==> config.mk <==
export PLATFORM = sky130hd
export DESIGN_NAME = pulse_width_trigger_counter
export DESIGN_NICKNAME = d
export VERILOG_FILES = /design/src/hw/freq_gate_counter.v /design/src/hw/pulse_width_trigger_counter.v
export VERILOG_INCLUDE_DIRS = /design/src /design/src/hw
export SDC_FILE = /design/constraint.sdc
export NUM_CORES = 1
export LEC_CHECK = 0
export ABC_AREA = 1
export BUFFER_PORTS_ARGS = -buffer_cell sky130_fd_sc_hd__buf_2
export CELL_PAD_IN_SITES_DETAIL_PLACEMENT = 1
export CELL_PAD_IN_SITES_GLOBAL_PLACEMENT = 2
export CORE_MARGIN = 2
export CORE_UTILIZATION = 38
export CTS_CLUSTER_SIZE = 16
export DETAILED_ROUTE_END_ITERATION = 7
export GPL_TIMING_DRIVEN = 0
export PLACE_DENSITY = 0.91
export SETUP_SLACK_MARGIN = 0.05
export SYNTH_ARGS = -nofsm -noshare
export SYNTH_HDL_FRONTEND = slang
export SYNTH_SLANG_ARGS = --single-unit
==> constraint.sdc <==
create_clock -name clock -period 9.09 [get_ports clock]
set_clock_uncertainty 0.1 [all_clocks]
set_input_delay 0.4545 -clock clock [delete_from_list [all_inputs] [get_ports clock]]
set_output_delay 0.4545 -clock clock [all_outputs]
set_load 0.05 [all_outputs]
==> src/hw/pwt_map.vh <==
// constants, register map and field layout of the pulse-width trigger and frequency counter
`ifndef PWT_MAP_VH
`define PWT_MAP_VH

// ***************************************************
// register offsets (byte addresses)
// ***************************************************
`define PWT_ADDR_W 8
`define PWT_OFS_CTRL 8'h00
`define PWT_OFS_WIDTH 8'h04
`define PWT_OFS_FREQ 8'h08
`define PWT_OFS_LASTW 8'h0C
`define PWT_OFS_STATUS 8'h10

// ***************************************************
// control fields
// ***************************************************
`define PWT_CTRL_W 8
`define PWT_CTRL_RST 8'h04
`define PWT_F_MODE 1:0
`define PWT_F_POS 2
`define PWT_F_TYPE 4:3
`define PWT_F_SRC 7:5
`define PWT_MODE_LT 2'h0
`define PWT_MODE_GT 2'h1
`define PWT_MODE_EQ 2'h2
`define PWT_MODE_NE 2'h3
`define PWT_TYPE_EDGE 2'h0
`define PWT_TYPE_PULSE 2'h1
`define PWT_TYPE_VIDEO 2'h2
`define PWT_NSRC 5

// ***************************************************
// width setting in 16.5 ns steps; time in 0.5 ns quanta
// ***************************************************
`define PWT_WIDTH_W 30
`define PWT_TIME_W 35
`define PWT_CLK_NS 50
`define PWT_TQ_PER_NS 2
`define PWT_CLK_TQ 35'h0_0000_0064
`define PWT_STEP_TQ 35'h0_0000_0021
`define PWT_MIN_NS 33
`define PWT_MIN_STEPS 30'h0000_0002
`define PWT_MAX_STEPS 30'h241F_C03E
`define PWT_WIDTH_RST 30'h0000_0002
`define PWT_PPT_SHIFT 10
`define PWT_SMALL_LIMIT 35'h0_0000_0294
`define PWT_NE_MID_LIMIT 35'h0_0000_014A
`define PWT_GB_MUL 4'hD
`define PWT_GB_SHIFT 8

// ***************************************************
// frequency counter
// ***************************************************
`define PWT_GATE_MS 250
`define PWT_GATE_CYCLES (`PWT_GATE_MS * 1000000 / `PWT_CLK_NS)
`define PWT_MIN_HZ 10
`define PWT_ACC_W 24
`define PWT_FREQ_W 26
`define PWT_SCALE_SHIFT 2

`endif

==> src/hw/freq_gate_counter.v <==
// gate-window event counter that reports events per second
`timescale 1ns/1ps
`include "pwt_map.vh"

module freq_gate_counter #(
	parameter GATE_CYCLES = `PWT_GATE_CYCLES
) (
	input wire clock, // system clock
	input wire rst_n, // asynchronous reset, active low
	input wire enable, // counting allowed
	input wire countEvent, // one-cycle event to tally
	output reg [`PWT_FREQ_W-1:0] freqHz_r, // events per second of last window
	output reg freqValid_r // a full window has been measured
);
	reg [31:0] gate_r;
	reg [`PWT_ACC_W-1:0] acc_r;
	wire gateEnd = (gate_r == GATE_CYCLES - 1);
	wire [`PWT_ACC_W-1:0] accNxt = acc_r + {{(`PWT_ACC_W-1){1'b0}}, countEvent};

	// window runs free of any acquisition state
	always @(posedge clock or negedge rst_n) begin
		if (!rst_n) begin
			gate_r <= 32'h0000_0000;
			acc_r <= {`PWT_ACC_W{1'b0}};
			freqHz_r <= {`PWT_FREQ_W{1'b0}};
			freqValid_r <= 1'b0;
		end else if (!enable) begin
			// no result while disabled
			gate_r <= 32'h0000_0000;
			acc_r <= {`PWT_ACC_W{1'b0}};
			freqHz_r <= {`PWT_FREQ_W{1'b0}};
			freqValid_r <= 1'b0;
		end else if (gateEnd) begin
			// latch, scale to per second, clear and restart
			gate_r <= 32'h0000_0000;
			acc_r <= {`PWT_ACC_W{1'b0}};
			freqHz_r <= {accNxt, {`PWT_SCALE_SHIFT{1'b0}}};
			freqValid_r <= 1'b1;
		end else begin
			gate_r <= gate_r + 32'h0000_0001;
			acc_r <= accNxt;
		end
	end
endmodule // freq_gate_counter

==> src/hw/pulse_width_trigger_counter.v <==
// pulse-width trigger qualifier with trigger frequency counter and APB registers
`timescale 1ns/1ps
`include "pwt_map.vh"

module pulse_width_trigger_counter #(
	parameter GATE_CYCLES = `PWT_GATE_CYCLES
) (
	input wire clock, // 20 MHz system clock
	input wire rst_n, // asynchronous reset, active low
	input wire psel, // APB select
	input wire penable, // APB access phase
	input wire pwrite, // APB write
	input wire [`PWT_ADDR_W-1:0] paddr, // APB byte address
	input wire [31:0] pwdata, // APB write data
	output reg [31:0] prdata, // APB read data
	output wire pready, // APB ready
	output reg pslverr, // APB error on unmapped address
	input wire [`PWT_NSRC-1:0] trigIn, // digitized comparator outputs per source
	output reg trigOut, // one-cycle trigger pulse
	output wire freqValid // frequency result is valid
);
	// ***************************************************
	// register bus
	// ***************************************************
	reg [`PWT_CTRL_W-1:0] ctrl_r;
	reg [`PWT_WIDTH_W-1:0] width_r;
	reg [`PWT_TIME_W-1:0] lastW_r;
	wire [`PWT_FREQ_W-1:0] freqHz;
	reg timing_r;
	reg fired_r;
	reg [31:0] rdNxt;
	reg errNxt;
	reg [`PWT_WIDTH_W-1:0] wrWidth;

	wire setup = psel & ~penable;
	wire wrStb = psel & penable & pwrite;
	wire wrCtrl = wrStb & (paddr == `PWT_OFS_CTRL);
	wire wrWidthStb = wrStb & (paddr == `PWT_OFS_WIDTH);
	assign pready = 1'b1;

	always @* begin
		errNxt = 1'b0;
		case (paddr)
			`PWT_OFS_CTRL: rdNxt = {{(32-`PWT_CTRL_W){1'b0}}, ctrl_r};
			`PWT_OFS_WIDTH: rdNxt = {{(32-`PWT_WIDTH_W){1'b0}}, width_r};
			`PWT_OFS_FREQ: rdNxt = {{(32-`PWT_FREQ_W){1'b0}}, freqHz};
			`PWT_OFS_LASTW: rdNxt = lastW_r[`PWT_TIME_W-1:`PWT_TIME_W-32];
			`PWT_OFS_STATUS: rdNxt = {29'h000_0000, fired_r, freqValid, timing_r};
			default: begin
				rdNxt = 32'h0000_0000;
				errNxt = 1'b1;
			end
		endcase
	end

	// read data and error are prepared in the setup cycle
	always @(posedge clock or negedge rst_n) begin
		if (!rst_n) begin
			prdata <= 32'h0000_0000;
			pslverr <= 1'b0;
		end else if (setup) begin
			prdata <= pwrite ? 32'h0000_0000 : rdNxt;
			pslverr <= errNxt;
		end
	end

	// width is clamped to its settable range
	always @* begin
		wrWidth = pwdata[`PWT_WIDTH_W-1:0];
		if (pwdata[31:`PWT_WIDTH_W] != 2'b00 || wrWidth > `PWT_MAX_STEPS)
			wrWidth = `PWT_MAX_STEPS;
		else if (wrWidth < `PWT_MIN_STEPS)
			wrWidth = `PWT_MIN_STEPS;
	end

	always @(posedge clock or negedge rst_n) begin
		if (!rst_n) begin
			ctrl_r <= `PWT_CTRL_RST;
			width_r <= `PWT_WIDTH_RST;
		end else begin
			if (wrCtrl)
				ctrl_r <= pwdata[`PWT_CTRL_W-1:0];
			if (wrWidthStb)
				width_r <= wrWidth;
		end
	end

	wire [1:0] mode = ctrl_r[`PWT_F_MODE];
	wire [1:0] trigType = ctrl_r[`PWT_F_TYPE];
	wire [2:0] src = ctrl_r[`PWT_F_SRC];

	// ***************************************************
	// width quantization and guardbands
	// ***************************************************
	wire [`PWT_WIDTH_W-1:0] stepMask;
	// upper[g] is set when any width bit at or above g is set
	wire [`PWT_WIDTH_W:0] upper;
	assign upper[`PWT_WIDTH_W] = 1'b0;
	genvar g;
	// coarsen steps to about one part per thousand of the width
	generate
		for (g = 0; g < `PWT_WIDTH_W; g = g + 1) begin : gStep
			assign upper[g] = upper[g+1] | width_r[g];
			// drop bit g once the top set bit lies more than the shift above it
			if (g + `PWT_PPT_SHIFT < `PWT_WIDTH_W) begin : gCut
				assign stepMask[g] = ~upper[g+`PWT_PPT_SHIFT+1];
			end else begin : gKeep
				assign stepMask[g] = 1'b1;
			end
		end
	endgenerate
	wire [`PWT_WIDTH_W-1:0] widthQ = width_r & stepMask;
	// steps of 16.5 ns are 33 time quanta
	wire [`PWT_TIME_W-1:0] tgt = ({5'h00, widthQ} << 5) + {5'h00, widthQ};
	wire [`PWT_TIME_W+3:0] tgtMul = tgt * `PWT_GB_MUL;
	wire [`PWT_TIME_W-1:0] gbPct = {4'h0, tgtMul[`PWT_TIME_W+3:`PWT_GB_SHIFT]};
	reg [`PWT_TIME_W-1:0] gbLo;
	reg [`PWT_TIME_W-1:0] gbHi;

	always @* begin
		if (tgt <= `PWT_SMALL_LIMIT) begin
			gbLo = `PWT_STEP_TQ;
			if (mode == `PWT_MODE_NE && tgt > `PWT_NE_MID_LIMIT)
				gbHi = `PWT_STEP_TQ << 1;
			else
				gbHi = `PWT_STEP_TQ;
		end else begin
			// 13/256 is 5.08 %, inside the 5 % to 5.1 % band
			gbLo = gbPct;
			gbHi = gbPct;
		end
	end

	reg [`PWT_TIME_W-1:0] tgt_r;
	reg [`PWT_TIME_W-1:0] lo_r;
	reg [`PWT_TIME_W-1:0] hi_r;
	always @(posedge clock or negedge rst_n) begin
		if (!rst_n) begin
			tgt_r <= {`PWT_TIME_W{1'b0}};
			lo_r <= {`PWT_TIME_W{1'b0}};
			hi_r <= {`PWT_TIME_W{1'b0}};
		end else begin
			tgt_r <= tgt;
			lo_r <= (gbLo > tgt) ? {`PWT_TIME_W{1'b0}} : tgt - gbLo;
			hi_r <= tgt + gbHi;
		end
	end

	// ***************************************************
	// source select and edge detection
	// ***************************************************
	// the source chosen for the trigger feeds the counter too
	wire srcBit = (src < `PWT_NSRC) ? trigIn[src] : 1'b0;
	// active level follows pulse polarity
	wire lvl = ctrl_r[`PWT_F_POS] ? srcBit : ~srcBit;
	reg prevLvl_r;
	wire lead = lvl & ~prevLvl_r;
	wire trail = ~lvl & prevLvl_r;
	// a settings change or pending one in the pipeline aborts timing
	reg cfgDly_r;
	wire cfgChange = wrCtrl | wrWidthStb | cfgDly_r;

	// ***************************************************
	// width measurement
	// ***************************************************
	reg [`PWT_TIME_W-1:0] cnt_r;
	wire cntSat = (cnt_r > ~`PWT_CLK_TQ);
	wire [`PWT_TIME_W-1:0] cntInc = cntSat ? {`PWT_TIME_W{1'b1}} : cnt_r + `PWT_CLK_TQ;
	wire ending = timing_r & trail;

	always @(posedge clock or negedge rst_n) begin
		if (!rst_n) begin
			prevLvl_r <= 1'b0;
			cfgDly_r <= 1'b0;
			cnt_r <= {`PWT_TIME_W{1'b0}};
			timing_r <= 1'b0;
			lastW_r <= {`PWT_TIME_W{1'b0}};
		end else begin
			prevLvl_r <= lvl;
			cfgDly_r <= wrCtrl | wrWidthStb;
			if (cfgChange) begin
				timing_r <= 1'b0;
				cnt_r <= {`PWT_TIME_W{1'b0}};
			end else if (lead) begin
				timing_r <= 1'b1;
				cnt_r <= `PWT_CLK_TQ;
			end else if (ending) begin
				timing_r <= 1'b0;
				lastW_r <= cnt_r;
			end else if (timing_r) begin
				cnt_r <= cntInc;
			end
		end
	end

	// ***************************************************
	// trigger decision
	// ***************************************************
	reg hit;
	always @* begin
		hit = 1'b0;
		if (!cfgChange && timing_r) begin
			case (mode)
				`PWT_MODE_LT: hit = trail & (cnt_r < tgt_r);
				`PWT_MODE_GT: hit = lvl & ~fired_r & (cnt_r > tgt_r);
				`PWT_MODE_EQ: hit = trail & (cnt_r >= lo_r) & (cnt_r <= hi_r);
				`PWT_MODE_NE: begin
					if (trail)
						hit = (cnt_r < lo_r);
					else
						hit = ~fired_r & (cnt_r > hi_r);
				end
				default: hit = 1'b0;
			endcase
		end
	end

	wire pulseTrig = (trigType == `PWT_TYPE_PULSE) & hit;
	wire edgeTrig = (trigType == `PWT_TYPE_EDGE) & lead;

	always @(posedge clock or negedge rst_n) begin
		if (!rst_n) begin
			trigOut <= 1'b0;
			fired_r <= 1'b0;
		end else begin
			trigOut <= pulseTrig | edgeTrig;
			if (cfgChange || lead)
				fired_r <= 1'b0;
			else if (pulseTrig)
				fired_r <= 1'b1;
		end
	end

	// ***************************************************
	// frequency counter
	// ***************************************************
	// qualified pulses or plain edges; video disables it
	wire countEvent = pulseTrig | edgeTrig;
	wire cntEnable = (trigType == `PWT_TYPE_PULSE) | (trigType == `PWT_TYPE_EDGE);

	// gate window resolves down to 10 Hz (2.5 events per window)
	freq_gate_counter #(
		.GATE_CYCLES(GATE_CYCLES)
	) uFreq (
		.clock(clock),
		.rst_n(rst_n),
		.enable(cntEnable),
		.countEvent(countEvent),
		.freqHz_r(freqHz),
		.freqValid_r(freqValid)
	);
endmodule // pulse_width_trigger_counter

==> impl_metrics.json <==
{
  "worstHoldStart": "pwdata[22]",
  "hold_viol_final": 0,
  "cts_buffers": 35,
  "die_y_um": 264.8,
  "period_minus_slack_ns": 8.719,
  "reg2reg_slack_ns": 0.37,
  "syn_area_per_cell_um2": 7.623,
  "finalMaxSlewViolations": 0,
  "remaining_drc_errors": 0,
  "min_path_cells": 3,
  "synth_seq_area_share_pct": 31.76,
  "ys_warn_count": 0,
  "drtIter0Drc": 1321,
  "stdcell_count": 4462,
  "drive_above_1_share_pct": 13.57,
  "worstSetupStartpointType": "register",
  "tightest_slew_ns": 1.336,
  "timing.rr.end": "lo_r[16]$_DFF_PN0_",
  "placed_area_um2": 27460,
  "synth.area.top_cells": "dfrtp_1, ha_1, inv_1",
  "r2r_cells": 37,
  "critical_path.max_stage_delay_ns": 0.75,
  "fin_crit_sh_pct": 95.92,
  "num_rows": 95,
  "status": "complete, no violations",
  "start_util_pct": 38.42,
  "multi_input_area_um2": 15830,
  "htree_levels": 2,
  "synth_seq_cells": 328,
  "setup_violations": 0,
  "grt_max_degree": 123,
  "cap_violations": 0,
  "first_pass_iters": 5,
  "synth_top_cell_by_area": "dfrtp_1",
  "syn_area_um2": 25850,
  "vdd_drop_max_mv": 0.1377,
  "nFillCells": 8279,
  "die_area_um2": 70120,
  "place_inst": 4352,
  "critical-path-top-delay-family": "compound AO/OA/AOI/OAI gates",
  "synthCells": 3391,
  "crit_slowest_cell": "xor2_2",
  "rsz0062_at_grt": "yes",
  "grt_usage_pct": 26.07,
  "yosysMostFrequentCell": "inv_1",
  "clk_pin_slew_ns": 0.07,
  "relSlewSlack_pct": 10.11,
  "r2r_start": "width_r[29]$_DFFE_PN0P_",
  "critical_path_buf_inv_count": 8,
  "wl_mm": 92.65,
  "viasPerCell": 5.315,
  "cts-root-buf": "clkbuf_16",
  "portBuffers": 84,
  "synth-main-ff-cell": "dfrtp_1",
  "synthArstFlopShare_pct": 100.0,
  "seqCellArea_um2": 8214,
  "synth_edf_count": 0,
  "die_w_um": 264.8,
  "p_leak_nw": 15.24,
  "clock-sinks": 328,
  "crit_type": "reg -> reg",
  "crit_fanout": 10,
  "clock_path_buffers": 3,
  "crit_path_frequent_cell": "inv_1",
  "core-area_um2": 67280,
  "synth_nets": 3782,
  "num_vias": 23710,
  "arrival_ns": 9.03,
  "cp-end-kind": "register",
  "min_to": "width_r[22]$_DFFE_PN0P_",
  "antenna_found_initial": 2,
  "holdWs_ns": 0.08918,
  "n_antenna_cell": 0,
  "gp_congestion": 0.9338,
  "total_power_w": 0.005664,
  "drt-wirelength-per-cell_um": 20.77,
  "overflow": 0,
  "netlist.area_leader.share_pct": 31.56,
  "synth_commonest_cells": "inv_1, nand2_1, dfrtp_1, ha_1, nor2_1",
  "hold_class": "in -> reg",
  "cts_tree": "done",
  "clock_latency_ns": 0.54,
  "dpl.hpwl_mm": 74.20,
  "fin_area_um2": 30310,
  "p_per_area_nw_per_um2": 186.9,
  "pin_count": 86,
  "area_delta_synth_final_pct": 17.24,
  "grt_pass1_wl_mm": 143.5,
  "fmax_mhz": 114.7,
  "drtAntennaViolNets": 0,
  "grt_pass1_vias": 25040,
  "yosysUniqueCellTypes": 74,
  "worstPathRequired_ns": 9.40,
  "final_nets": 3953,
  "cp.depth": 37
}
==> report_power, final <==
part	switching [W]	internal (W)	total, W
clock	0.000640	0.000977	0.00162
sequential	0.000107	0.00165	0.00175
combinational	0.00150	0.000793	0.00229
total	0.00225	0.00342	0.00566
==> sequential cells by signal, summed over array words and instances, names as in the netlist, 8 cells and up <==
name and flops:
tgt_r 35, uFreq.freqHz_r 24, ctrl_r 8, prdata 32, lo_r 35, lastW_r 32, uFreq.acc_r 24, hi_r 35
cnt_r 34, width_r 30, uFreq.gate_r 32
==> how the worst max path moves through the flow <==
stage / end / slack, ns / from
final: lo_r[16]$_DFF_PN0_ / 0.37 / width_r[29]$_DFFE_PN0P_
after global routing: hi_r[28]$_DFF_PN0_ / -0.16 / width_r[29]$_DFFE_PN0P_
after CTS: lo_r[34]$_DFF_PN0_ / 0.05 / width_r[26]$_DFFE_PN0P_
after detailed placement: lo_r[18]$_DFF_PN0_ / -2.46 / width_r[26]$_DFFE_PN0P_
after global placement: lo_r[23]$_DFF_PN0_ / -2.31 / width_r[26]$_DFFE_PN0P_
after floorplan: lo_r[10]$_DFF_PN0_ / 1.27 / width_r[29]$_DFFE_PN0P_
==> cell type report <==
type / count / area share (%)
buffer: 57 / 0.8918
sequential: 328 / 27.10
clock inverter: 25 / 1.201
multi-input combinational: 2309 / 52.23
clock buffer: 39 / 3.076
timing repair buffer: 146 / 3.286
inverter: 685 / 8.604
tap: 873 / 3.604
==> layout by cell type (no fill, tap or decap), drive strengths merged, types with 12 or more instances in the layout <==
cell    count
a21boi     12
a21oi     257
a221oi     20
a31oi      18
buf       155
clkbuf     86
clkinv     17
dfrtp     326
fa         34
ha        307
inv       678
nand2     491
nand3     135
nand4      47
nor2      330
nor3       73
nor4       33
o21a       14
o21ai     273
o22ai      26
or2        13
xnor2      22
xor2      101
==> through the flow <==
stage	utilization (%)	setup WS (ns)	setup TNS (ns)
global placement	40.67	-2.314	-102.41
global route	45.05	-0.1632	-1.046
CTS	43.70	0.05058	0
floorplan	-	1.266	0
finish	45.05	0.3708	0
detailed placement	40.82	-2.458	-108.18
==> worst min-delay path: stages <==
cell	delay (ns)
buf_2	0.09
nand3_1	0.07
o21ai_0	0.07
==> kinds of logic (layout without fill, tap and decap cells) <==
group / after synthesis / count (layout) / synth area share [%]
XOR/XNOR: 123 / 123 / 4.255
AND/OR/NAND/NOR: 1134 / 1134 / 19.48
AO/OA/AOI/OAI: 709 / 709 / 15.88
other: 1 / 1 / 0.01451
adder cells (fa/ha/maj): 341 / 341 / 17.49
buffers and inverters: 754 / 952 / 11.07
multiplexers: 1 / 1 / 0.04356
flip-flops: 328 / 328 / 31.76
==> per-layer routing <==
metal  part of all wire [%]  track usage [%]
met2                     49            46.03
met5                      0                0
met3                    3.6            1.821
met4                    3.2            7.772
met1                     44            34.14
==> repair_timing <==
item	CTS	global route
gates cloned	0	0
setup buffers	20	37
resized for setup	94	155
pin swaps	13	46
hold endpoints to repair	25	0
endpoints found under the setup margin	63	55
hold buffers	1	0
No activity file was read; power rests on OpenSTA's default activity.
